--- config.mk ---
export PLATFORM = sky130hd
export DESIGN_NAME = rswg_top
export DESIGN_NICKNAME = d
export VERILOG_FILES = /design/src/core/rswg_pkg.sv /design/src/core/rswg_delay_counter.sv /design/src/core/rswg_top.sv
export SDC_FILE = /design/constraint.sdc
export NUM_CORES = 1
export LEC_CHECK = 0
export BUFFER_PORTS_ARGS = -buffer_cell sky130_fd_sc_hd__clkbuf_2
export CAP_MARGIN = 10
export CORE_MARGIN = 8
export CORE_UTILIZATION = 40
export DETAILED_ROUTE_END_ITERATION = 10
export GPL_TIMING_DRIVEN = 0
export PLACE_DENSITY = 0.67
export SYNTH_ARGS = -nofsm -noshare
export SYNTH_HDL_FRONTEND = slang
export SYNTH_SLANG_ARGS = --single-unit
--- constraint.sdc ---
create_clock -name core_clk -period 7.2 [get_ports core_clk]
set_input_delay 1.08 -clock core_clk [delete_from_list [all_inputs] [get_ports core_clk]]
set_output_delay 1.08 -clock core_clk [all_outputs]
set_load 0.05 [all_outputs]
--- src/core/rswg_pkg.sv ---
// Operation
// - four byte registers at ports 72H to 75H, refresh count last
// - each general register holds separate memory and I/O counts
// - non-pipelined cycle inserts stored count plus one waits, 1 to 16
// - pipelined cycle inserts exactly the stored count, 0 to 15
// - refresh cycles use the 4-bit refresh wait count unless select is 11
// - select 11 during refresh keeps ready inactive, refresh count ignored
// - reset loads all ones into the three general registers
// - reading a general register returns the value last written; refresh reads low nibble only
// - 24-bit refresh address counter driven onto address bus in refresh
// - address advances by one for 8-bit, two for 16-bit refresh
// - reset clears the refresh address counter
// - enabled refresh: timer rising edge requests; disabled: pin shows timer
// - refresh strobe low once bus gained, released after cycle or reset
// - refresh has top priority, preempts DMA, DMA resumes afterwards
// - cascade acknowledge dropped, wait for request low, then refresh
// - already bus master: refresh without releasing or re-requesting bus
// - hold request, await acknowledge, strobe two clocks after acknowledge
// - refresh runs as memory read, ends on ready low, then drops hold
// - refresh lasts five bus states plus inserted wait states
// - memory/io flag and select pick register 0..2 half; 11 disables
// - upper nibble serves memory, lower nibble serves I/O accesses
// - select sampled on clock edge after last address strobe state
package rswg_pkg;

   localparam logic [7:0] RSWG_OFS_DLY0 = 8'h72;
   localparam logic [7:0] RSWG_OFS_DLY1 = 8'h73;
   localparam logic [7:0] RSWG_OFS_DLY2 = 8'h74;
   localparam logic [7:0] RSWG_OFS_REF = 8'h75;
   localparam int RSWG_NUM_DLY = 3;

   localparam logic [7:0] RSWG_DLY_RST = 8'hFF;
   localparam logic [3:0] RSWG_REF_DLY_RST = 4'h0;
   localparam logic [7:0] RSWG_RD_NONE = 8'h00;

   // nibble positions inside a general register
   localparam int RSWG_MEM_LSB = 4;
   localparam int RSWG_IO_LSB = 0;
   localparam int RSWG_NIB_W = 4;
   localparam logic [1:0] RSWG_SEL_OFF = 2'h3;

   // refresh strobe may go low no earlier than this after acknowledge
   localparam int RSWG_ACK_SETTLE = 2;
   localparam logic [1:0] RSWG_SETTLE_LAST = 2'(RSWG_ACK_SETTLE - 1);

   localparam int RSWG_ADDR_W = 24;
   localparam logic [23:0] RSWG_ADDR_RST = 24'h000000;
   localparam logic [23:0] RSWG_STEP8 = 24'h000001;
   localparam logic [23:0] RSWG_STEP16 = 24'h000002;

   typedef enum logic [4:0] {
      RSWG_IDLE = 5'h01,
      RSWG_RELEASE = 5'h02,
      RSWG_HOLD = 5'h04,
      RSWG_SETTLE = 5'h08,
      RSWG_STROBE = 5'h10
   } rswg_ref_state_t;

   typedef struct packed {
      logic sel;
      logic wr;
      logic rd;
      logic [7:0] addr;
      logic [7:0] wdata;
   } rswg_reg_req_t;

   typedef struct packed {
      logic [23:0] addr;
      logic mem_read;
      logic strobe_n;
   } rswg_ref_bus_t;

endpackage

--- src/core/rswg_delay_counter.sv ---
`timescale 1ns/10ps
module rswg_delay_counter #(
   parameter int W = 5
) (
   input wire logic core_clk, // system clock
   input wire logic rst_n, // async reset, active low
   input wire logic load, // start a new wait count
   input wire logic [W-1:0] load_val, // wait states to insert
   output logic done // pulse when the count has run out
);
   logic [W-1:0] cnt_ff;
   logic run_ff;
   logic done_ff;
   wire logic at_zero = (cnt_ff == '0);

   // count down one wait state per clock; a reload restarts cleanly
   always_ff @(posedge core_clk or negedge rst_n) begin
      if (!rst_n) begin
         cnt_ff <= '0;
         run_ff <= 1'b0;
         done_ff <= 1'b0;
      end else begin
         done_ff <= run_ff & at_zero & !load;
         if (load) begin
            cnt_ff <= load_val;
            run_ff <= 1'b1;
         end else if (run_ff) begin
            run_ff <= !at_zero;
            cnt_ff <= at_zero ? cnt_ff : cnt_ff - W'(1);
         end
      end
   end

   assign done = done_ff;
endmodule

--- src/core/rswg_top.sv ---
`timescale 1ns/10ps
module rswg_top
   import rswg_pkg::*;
(
   input wire logic core_clk, // system clock, 250 MHz
   input wire logic rst_n, // async hardware reset, active low
   input wire rswg_reg_req_t reg_req, // internal port access request
   output logic [7:0] reg_rdata, // port read data, registered
   input wire logic address_strobe_n, // host address strobe pin
   input wire logic [1:0] delay_select_inputs, // wait select pins
   input wire logic mem_io_sel, // 1 memory, 0 I/O cycle pin
   input wire logic pipelined_cycle, // current cycle is pipelined
   input wire logic bus_ready_n, // bus ready pin, active low
   output logic delay_gen_ready_out_n, // ready to host, active low
   input wire logic refresh_enable, // refresh feature on
   input wire logic refresh_bus_16, // 1 for 16-bit refresh bus
   input wire logic timer_one_output, // timer one output level
   output logic timer_one_refresh_pin, // shared timer/refresh pin
   input wire logic dma_cascade_grant, // DMA wants cascade granted
   input wire logic dma_channel_request, // cascaded request pin
   output logic cascade_acknowledge, // cascade acknowledge out
   input wire logic bus_master_now, // device already owns the bus
   output logic bus_hold_request, // hold request to host
   input wire logic bus_hold_acknowledge, // hold acknowledge pin
   output rswg_ref_bus_t ref_bus // refresh address and controls
);

   localparam int NPIN = 8;
   // resting levels: strobe and ready high, select 11 (generator off),
   // no request and no acknowledge, so reset fakes no pin event
   localparam logic [NPIN-1:0] PIN_IDLE = 8'hE4;

   // ---------------------------------------------------------------
   // pin synchronisers: stage one feeds stage two only
   // ---------------------------------------------------------------
   logic [NPIN-1:0] pin_meta_ff;
   logic [NPIN-1:0] pin_sync_ff;
   wire logic [NPIN-1:0] pin_raw = {address_strobe_n,
      delay_select_inputs, mem_io_sel, pipelined_cycle, bus_ready_n,
      dma_channel_request, bus_hold_acknowledge};

   always_ff @(posedge core_clk or negedge rst_n) begin
      if (!rst_n) begin
         pin_meta_ff <= PIN_IDLE; // idle levels of the pins
         pin_sync_ff <= PIN_IDLE;
      end else begin
         pin_meta_ff <= pin_raw;
         pin_sync_ff <= pin_meta_ff;
      end
   end

   wire logic ads_n_s = pin_sync_ff[7];
   wire logic [1:0] sel_s = pin_sync_ff[6:5];
   wire logic mem_s = pin_sync_ff[4];
   wire logic pipe_s = pin_sync_ff[3];
   wire logic rdy_n_s = pin_sync_ff[2];
   wire logic dreq_s = pin_sync_ff[1];
   wire logic bus_hold_acknowledge_s = pin_sync_ff[0];

   // ---------------------------------------------------------------
   // wait count registers
   // ---------------------------------------------------------------
   logic [7:0] dly_ff [RSWG_NUM_DLY];
   logic [3:0] ref_dly_ff;
   logic [7:0] rdata_ff;

   wire logic wr_go = reg_req.sel & reg_req.wr;
   wire logic rd_go = reg_req.sel & reg_req.rd;
   wire logic wr_ref = wr_go & (reg_req.addr == RSWG_OFS_REF);

   // one general register per entry, offsets follow each other
   genvar gi;
   generate
      for (gi = 0; gi < RSWG_NUM_DLY; gi++) begin : g_dly
         wire logic wr_me = wr_go &
            (reg_req.addr == RSWG_OFS_DLY0 + 8'(gi));
         always_ff @(posedge core_clk or negedge rst_n) begin
            if (!rst_n) begin
               dly_ff[gi] <= RSWG_DLY_RST;
            end else if (wr_me) begin
               dly_ff[gi] <= reg_req.wdata;
            end
         end
      end
   endgenerate

   // refresh count keeps only the low nibble
   always_ff @(posedge core_clk or negedge rst_n) begin
      if (!rst_n) begin
         ref_dly_ff <= RSWG_REF_DLY_RST;
      end else if (wr_ref) begin
         ref_dly_ff <= reg_req.wdata[3:0];
      end
   end

   // read-back mux; unused offsets answer zero
   logic [7:0] rd_val;
   always_comb begin
      rd_val = RSWG_RD_NONE;
      unique case (reg_req.addr)
         RSWG_OFS_DLY0: rd_val = dly_ff[0];
         RSWG_OFS_DLY1: rd_val = dly_ff[1];
         RSWG_OFS_DLY2: rd_val = dly_ff[2];
         RSWG_OFS_REF: rd_val = {4'h0, ref_dly_ff};
         default: rd_val = RSWG_RD_NONE;
      endcase
   end

   always_ff @(posedge core_clk or negedge rst_n) begin
      if (!rst_n) begin
         rdata_ff <= RSWG_RD_NONE;
      end else begin
         rdata_ff <= rd_go ? rd_val : RSWG_RD_NONE;
      end
   end

   // ---------------------------------------------------------------
   // refresh request and arbitration
   // ---------------------------------------------------------------
   rswg_ref_state_t state_ff;
   rswg_ref_state_t nxt_state;
   logic timer_last_ff;
   logic pending_ff;
   logic [1:0] settle_ff;
   logic hold_ff;
   logic casc_ack_ff;
   logic pin_ff;
   logic [RSWG_ADDR_W-1:0] ref_addr_ff;
   rswg_ref_bus_t ref_bus_ff;

   wire logic timer_rise = timer_one_output & !timer_last_ff;
   wire logic ref_req = refresh_enable & timer_rise;
   wire logic in_strobe = (state_ff == RSWG_STROBE);
   // only a ready seen after the strobe is out ends the cycle
   wire logic ref_done = in_strobe & !ref_bus_ff.strobe_n &
      !rdy_n_s;
   wire logic settle_end = (settle_ff == RSWG_SETTLE_LAST);
   wire logic [RSWG_ADDR_W-1:0] ref_step =
      refresh_bus_16 ? RSWG_STEP16 : RSWG_STEP8;

   always_ff @(posedge core_clk or negedge rst_n) begin
      if (!rst_n) begin
         timer_last_ff <= 1'b0;
      end else begin
         timer_last_ff <= timer_one_output;
      end
   end

   // pending flag: a fresh timer edge outweighs the clear
   always_ff @(posedge core_clk or negedge rst_n) begin
      if (!rst_n) begin
         pending_ff <= 1'b0;
      end else if (ref_req) begin
         pending_ff <= 1'b1;
      end else if (ref_done) begin
         pending_ff <= 1'b0;
      end
   end

   // refresh sequencer; it starts ahead of any DMA grant. the acknowledge
   // and request pins arrive through the synchronisers, which costs two
   // clocks of reaction but keeps a metastable level out of the states
   always_comb begin
      nxt_state = state_ff;
      unique case (state_ff)
         RSWG_IDLE: begin
            if (pending_ff) begin
               if (dma_cascade_grant) begin
                  nxt_state = RSWG_RELEASE;
               end else if (bus_master_now) begin
                  nxt_state = RSWG_STROBE;
               end else begin
                  nxt_state = RSWG_HOLD;
               end
            end
         end
         RSWG_RELEASE: begin
            // steal one cycle between DMA accesses
            if (!dreq_s && !casc_ack_ff) begin
               nxt_state = bus_master_now ? RSWG_STROBE
                  : RSWG_HOLD;
            end
         end
         RSWG_HOLD: begin
            if (bus_hold_acknowledge_s) begin
               nxt_state = RSWG_SETTLE;
            end
         end
         RSWG_SETTLE: begin
            if (settle_end) begin
               nxt_state = RSWG_STROBE;
            end
         end
         RSWG_STROBE: begin
            if (ref_done) begin
               nxt_state = RSWG_IDLE;
            end
         end
         default: nxt_state = RSWG_IDLE;
      endcase
   end

   always_ff @(posedge core_clk or negedge rst_n) begin
      if (!rst_n) begin
         state_ff <= RSWG_IDLE;
      end else begin
         state_ff <= nxt_state;
      end
   end

   // clocks spent after the acknowledge before the strobe
   always_ff @(posedge core_clk or negedge rst_n) begin
      if (!rst_n) begin
         settle_ff <= 2'h0;
      end else if (state_ff == RSWG_SETTLE) begin
         settle_ff <= settle_ff + 2'h1;
      end else begin
         settle_ff <= 2'h0;
      end
   end

   // hold is only raised when the bus must be won, kept to the end
   wire logic nxt_hold = (nxt_state == RSWG_HOLD) |
      (hold_ff & (nxt_state != RSWG_IDLE));

   // cascade grant withheld while refresh is pending or running
   wire logic nxt_casc = dma_cascade_grant & !pending_ff &
      (state_ff == RSWG_IDLE) & !ref_req;

   wire logic nxt_strobe_n = (nxt_state != RSWG_STROBE);

   always_ff @(posedge core_clk or negedge rst_n) begin
      if (!rst_n) begin
         hold_ff <= 1'b0;
         casc_ack_ff <= 1'b0;
         pin_ff <= 1'b0;
      end else begin
         hold_ff <= nxt_hold;
         casc_ack_ff <= nxt_casc;
         pin_ff <= refresh_enable ? nxt_strobe_n
            : timer_one_output;
      end
   end

   // address counter steps once per finished refresh
   always_ff @(posedge core_clk or negedge rst_n) begin
      if (!rst_n) begin
         ref_addr_ff <= RSWG_ADDR_RST;
      end else if (ref_done) begin
         ref_addr_ff <= ref_addr_ff + ref_step;
      end
   end

   // refresh looks like a memory read on the bus; the address register
   // trails the counter by a clock, so the next address appears one clock
   // after the strobe rises, never while the strobe is low
   always_ff @(posedge core_clk or negedge rst_n) begin
      if (!rst_n) begin
         ref_bus_ff <= '{addr: RSWG_ADDR_RST, mem_read: 1'b0,
            strobe_n: 1'b1};
      end else begin
         ref_bus_ff.addr <= ref_addr_ff;
         ref_bus_ff.mem_read <= !nxt_strobe_n;
         ref_bus_ff.strobe_n <= nxt_strobe_n;
      end
   end

   // ---------------------------------------------------------------
   // wait state generator
   // ---------------------------------------------------------------
   logic ads_last_n_ff;
   logic ready_n_ff;
   logic cnt_done;

   always_ff @(posedge core_clk or negedge rst_n) begin
      if (!rst_n) begin
         ads_last_n_ff <= 1'b1;
      end else begin
         ads_last_n_ff <= ads_n_s;
      end
   end

   // first edge after the strobe's last low state
   wire logic sel_take = !ads_last_n_ff & ads_n_s;
   wire logic gen_off = (sel_s == RSWG_SEL_OFF);
   wire logic ref_begin = (nxt_state == RSWG_STROBE) & !in_strobe;

   // choose register by select, then half by cycle type; select 11 has
   // no register, so it reads entry 0, never past the end of the array
   wire logic [1:0] sel_idx = gen_off ? 2'h0 : sel_s;
   wire logic [7:0] dly_sel = dly_ff[sel_idx];
   wire logic [3:0] nib = mem_s ?
      dly_sel[RSWG_MEM_LSB +: RSWG_NIB_W]
      : dly_sel[RSWG_IO_LSB +: RSWG_NIB_W];

   // pipelined cycles already gained a state, so no extra one
   wire logic [4:0] cpu_waits = {1'b0, nib} +
      {4'h0, !pipe_s};
   // the host bus supplies the five base states of a refresh; this block
   // only stretches it by the refresh count, with no extra state as for
   // CPU cycles, so a refresh lasts five plus that count
   wire logic [4:0] ref_waits = {1'b0, ref_dly_ff};

   // refresh cycles own the generator; CPU strobes are ignored then
   wire logic cpu_load = sel_take & !gen_off &
      (state_ff == RSWG_IDLE) & !ref_begin;
   wire logic ref_load = ref_begin & !gen_off;
   wire logic cnt_load = cpu_load | ref_load;
   wire logic [4:0] cnt_val = ref_load ? ref_waits
      : cpu_waits;

   // one shared down counter serves CPU and refresh cycles; the two loads
   // never meet, since a CPU load needs an idle sequencer and no refresh starting
   rswg_delay_counter #(
      .W(5)
   ) u_delay (
      .core_clk(core_clk),
      .rst_n(rst_n),
      .load(cnt_load),
      .load_val(cnt_val),
      .done(cnt_done)
   );

   // one-cycle low ready ends the cycle after the counted waits
   always_ff @(posedge core_clk or negedge rst_n) begin
      if (!rst_n) begin
         ready_n_ff <= 1'b1;
      end else begin
         ready_n_ff <= !cnt_done;
      end
   end

   // ---------------------------------------------------------------
   // outputs, each straight from a flip-flop
   // ---------------------------------------------------------------
   assign reg_rdata = rdata_ff;
   assign delay_gen_ready_out_n = ready_n_ff;
   assign timer_one_refresh_pin = pin_ff;
   assign cascade_acknowledge = casc_ack_ff;
   assign bus_hold_request = hold_ff;
   assign ref_bus = ref_bus_ff;

endmodule

==> reports/metrics.json <==
{
  "dpl_cell_area": {"value": 5883, "unit": "sq um"},
  "cp-start-kind": {"value": "input pin"},
  "synthFlopType": {"value": "sky130_fd_sc_hd__dfrtp_1"},
  "worst_r2r_path_depth": {"value": 10},
  "worst_r2r_startpoint": {"value": "pin_sync_ff[5]"},
  "ctsRootBufferMaster": {"value": "sky130_fd_sc_hd__clkbuf_16"},
  "wl_met1": {"value": 4.958, "unit": "mm"},
  "drt-total-wl": {"value": 11.16, "unit": "mm"},
  "r2r_slack": {"value": 4.67, "unit": "ns"},
  "detail_route.wl_per_cell": {"value": 15.76, "unit": "um"},
  "antennaDiodeCount": {"value": 0},
  "hold_start": {"value": "pin_meta_ff[1]"},
  "cts_tree": {"value": "done"},
  "timing.final.max_slew_violations": {"value": 0},
  "pre_repair_dr_iteration_count": {"value": 4},
  "worst_clock_skew": {"value": 0.007523, "unit": "ns"},
  "rsz_0062_raised_after_global_routing": {"value": "false"},
  "synth_enable_flop_cells": {"value": 0},
  "clock-sinks": {"value": 123},
  "layout.nets": {"value": 561},
  "start_util": {"value": 40.45, "unit": "%"},
  "hold-worst-slack": {"value": 0.3450, "unit": "ns"},
  "dieArea": {"value": 17110, "unit": "sq um"},
  "antenna_violations_before_repair": {"value": 0},
  "crit_required": {"value": 7.50, "unit": "ns"},
  "die-height": {"value": 130.8, "unit": "um"},
  "critical_path_cell_list": {"value": "clkbuf_2, inv_1, ha_1, inv_1, fa_1, nand4b_1, nor3_1, and3_2, nand3_1, xnor2_1"},
  "dr_wl_met2": {"value": 5.083, "unit": "mm"},
  "timing.critical_path.slowest_cell_delay": {"value": 0.43, "unit": "ns"},
  "setup_total_negative_slack": {"value": 0, "unit": "ns"},
  "detailed_placement_hpwl": {"value": 7.731, "unit": "mm"},
  "largest_net_degree_at_the_start_of_global_routing": {"value": 90},
  "die_width": {"value": 130.8, "unit": "um"},
  "share_of_post_route_cells_with_drive_strength_above_1": {"value": 36.28, "unit": "%"},
  "syn_nets": {"value": 470},
  "post_drt_via_cell_ratio": {"value": 5.124},
  "seq_area_frac_synth": {"value": 59.25, "unit": "%"},
  "fmaxAchievable": {"value": 359.8, "unit": "MHz"},
  "hold_class": {"value": "reg -> reg"},
  "hold_buffers": {"value": 0},
  "number_of_global_route_vias_before_repair": {"value": 3712},
  "cts_htree_levels": {"value": 4},
  "rows": {"value": 42},
  "place.port_buffers": {"value": 71},
  "power_per_cell_area": {"value": 315.2, "unit": "nW/um^2"},
  "hold_path_depth": {"value": 0},
  "cpMaxStageDelayCell": {"value": "sky130_fd_sc_hd__nor3_1"},
  "flow.area_growth_from_synthesis": {"value": 22.88, "unit": "%"},
  "cp.arrival": {"value": 3.08, "unit": "ns"},
  "met3RoutedLength": {"value": 867, "unit": "um"},
  "final-hold-violation-count": {"value": 0},
  "stdcell_area": {"value": 6477, "unit": "sq um"},
  "post-route-period-util": {"value": 38.60, "unit": "%"},
  "detail_route.drc_violations": {"value": 0},
  "crit_path_max_fanout": {"value": 4},
  "syn-cell-area": {"value": 5271, "unit": "sq um"},
  "drt_iter0_drc": {"value": 261},
  "min_to": {"value": "pin_sync_ff[1]"},
  "cts_max_path_buffers": {"value": 2},
  "worst_pin_slew": {"value": 0.9084, "unit": "ns"},
  "clock_input_transition_at_the_sequential_cells_of_the_worst_setup_and_hold_paths": {"value": 0.05, "unit": "ns"},
  "cts.repair_timing.setup_buffer_count": {"value": 0},
  "dp_worst_setup_slack": {"value": 3.975, "unit": "ns"},
  "power_leakage": {"value": 3.061, "unit": "nW"},
  "status": {"value": "finished, final reports clean"},
  "globalRouteTotalUtil": {"value": 14.04, "unit": "%"},
  "syn_area_per_cell": {"value": 12.32, "unit": "sq um"},
  "mapped_cells": {"value": 428},
  "grt-ovfl-total": {"value": 0},
  "clock_latency": {"value": 0.42, "unit": "ns"},
  "slew-limit-headroom": {"value": 39.38, "unit": "%"},
  "synth-async-reset-ratio": {"value": 100.0, "unit": "%"},
  "cell_repeated_most_along_the_worst_path": {"value": "sky130_fd_sc_hd__inv_1"},
  "r2r_end": {"value": "u_delay.cnt_ff[2]"},
  "max-vdd-ir-drop": {"value": 0.0001687, "unit": "V"},
  "synth_cell_type_count": {"value": 64},
  "ioPinCount": {"value": 72},
  "finish.utilization": {"value": 49.70, "unit": "%"},
  "cts_made_buffers": {"value": 17},
  "post_cts.resized_instances": {"value": 0},
  "detail-route-antenna-nets": {"value": 0},
  "grt_pass1_wl": {"value": 18.36, "unit": "mm"},
  "gp_congestion": {"value": 0.8987},
  "synth-warning-count": {"value": 0},
  "cp-end-kind": {"value": "flop"},
  "placeableCoreArea": {"value": 13030, "unit": "sq um"},
  "route.vias.total": {"value": 3628},
  "finalWorstPathRequiredPeriod": {"value": 2.779, "unit": "ns"},
  "report.final.setup_viol": {"value": 0},
  "maxUsedRoutingLayer": {"value": "met4"},
  "postSynthRegisterBits": {"value": 123},
  "path_class": {"value": "in -> reg"},
  "worst_slack": {"value": 4.421, "unit": "ns"},
  "max_cap_violations": {"value": 0}
}
[through the flow]
stage	instances	total power (W)
floorplan	428	0.001104
finish	708	0.002042
detailed placement	676	0.001210
global route	708	0.002142
global placement	675	0.001197
CTS	708	0.002066
[Yosys cell counts, types with 8 or more instances]
master                    instances  share of area, %
sky130_fd_sc_hd__xor2_1          10               1.7
sky130_fd_sc_hd__nand2_1         43               3.1
sky130_fd_sc_hd__a21oi_1         10              0.95
sky130_fd_sc_hd__xnor2_1         15               2.5
sky130_fd_sc_hd__dfrtp_1         87                41
sky130_fd_sc_hd__o21ai_0          8              0.76
sky130_fd_sc_hd__inv_1           16               1.1
sky130_fd_sc_hd__a22oi_1          9               1.3
sky130_fd_sc_hd__mux2_2          31               6.6
sky130_fd_sc_hd__nand3_1         10              0.95
sky130_fd_sc_hd__dfstp_2         36                18
sky130_fd_sc_hd__and3_1          11               1.3
sky130_fd_sc_hd__nor2_1          25               1.8
[flip-flops by register name, indices dropped and copies added (netlist names), 2 cells and up]
signal / flops
ref_dly_ff: 4
pin_meta_ff: 8
reg_rdata: 8
ref_addr_ff: 24
dly_ff: 24
ref_bus: 26
state_ff: 5
u_delay.cnt_ff: 5
pin_sync_ff: 8
settle_ff: 2
[worst max path at each step]
stage	startpoint	endpoint	slack, ns	depth (start not counted)
after floorplan	refresh_bus_16	ref_addr_ff[14]	4.41	9
after global placement	rst_n	ref_bus[14]	3.25	1
after detailed placement	refresh_bus_16	ref_addr_ff[14]	3.98	10
after CTS	refresh_bus_16	ref_addr_ff[14]	4.39	10
after global routing	refresh_bus_16	ref_addr_ff[16]	4.27	10
final	refresh_bus_16	ref_addr_ff[14]	4.42	10
[where the power goes]
part / total (W) / internal [W] / switching [W]
Combinational: 0.000373 / 0.000137 / 0.000236
Clock: 0.000842 / 0.000554 / 0.000288
Sequential: 0.000827 / 0.000771 / 0.0000556
Total: 0.00204 / 0.00146 / 0.000580
[routing by layer]
metal  vias up  global-route usage, %
li1       1703                      -
met1      1793                  17.16
met2       109                  21.40
met3        23                  5.195
met4         0                  7.225
met5         -                      0
[kinds of logic (layout without fill, tap and decap cells)]
kind of cell | count (synthesis) | in the layout | share of synthesized area (%)
and+or+nand+nor | 146 | 146 | 15.57
DFF | 123 | 123 | 59.25
AOI/OAI and AO/OA | 61 | 61 | 8.332
muxes | 39 | 39 | 8.379
buffers and inverters | 26 | 130 | 2.278
xor gates and xnor gates | 25 | 25 | 4.154
adders and majority gates | 8 | 8 | 2.041
[cell usage in the layout (no fill, tap or decap), types with 10 or more instances in the layout]
master,n
sky130_fd_sc_hd__nor2_1,25
sky130_fd_sc_hd__clkbuf_16,17
sky130_fd_sc_hd__xnor2_1,15
sky130_fd_sc_hd__dfstp_2,36
sky130_fd_sc_hd__and3_1,11
sky130_fd_sc_hd__clkbuf_2,71
sky130_fd_sc_hd__nand3_1,10
sky130_fd_sc_hd__inv_1,16
sky130_fd_sc_hd__a21oi_1,10
sky130_fd_sc_hd__nand2_1,43
sky130_fd_sc_hd__xor2_1,10
sky130_fd_sc_hd__dfrtp_1,87
sky130_fd_sc_hd__mux2_2,31
[final cells by class]
type,count,area (sq um)
clock buffer,26,509.2
timing repair buffer,72,391.6
clock inverter,6,85.08
sequential,123,3123
buffer,10,60.06
fill,1188,6555
multi-input combinational,279,2028
tap,176,220.2
inverter,16,60.06
[worst max-delay path: cells and delay by family]
kind / cells / cell delay [ns]
buffers and inverters: 3 / 0.25
adders and majority gates: 2 / 0.57
and+or+nand+nor: 4 / 1.06
xor gates and xnor gates: 1 / 0.13
No activity file was read; power rests on OpenSTA's default activity.
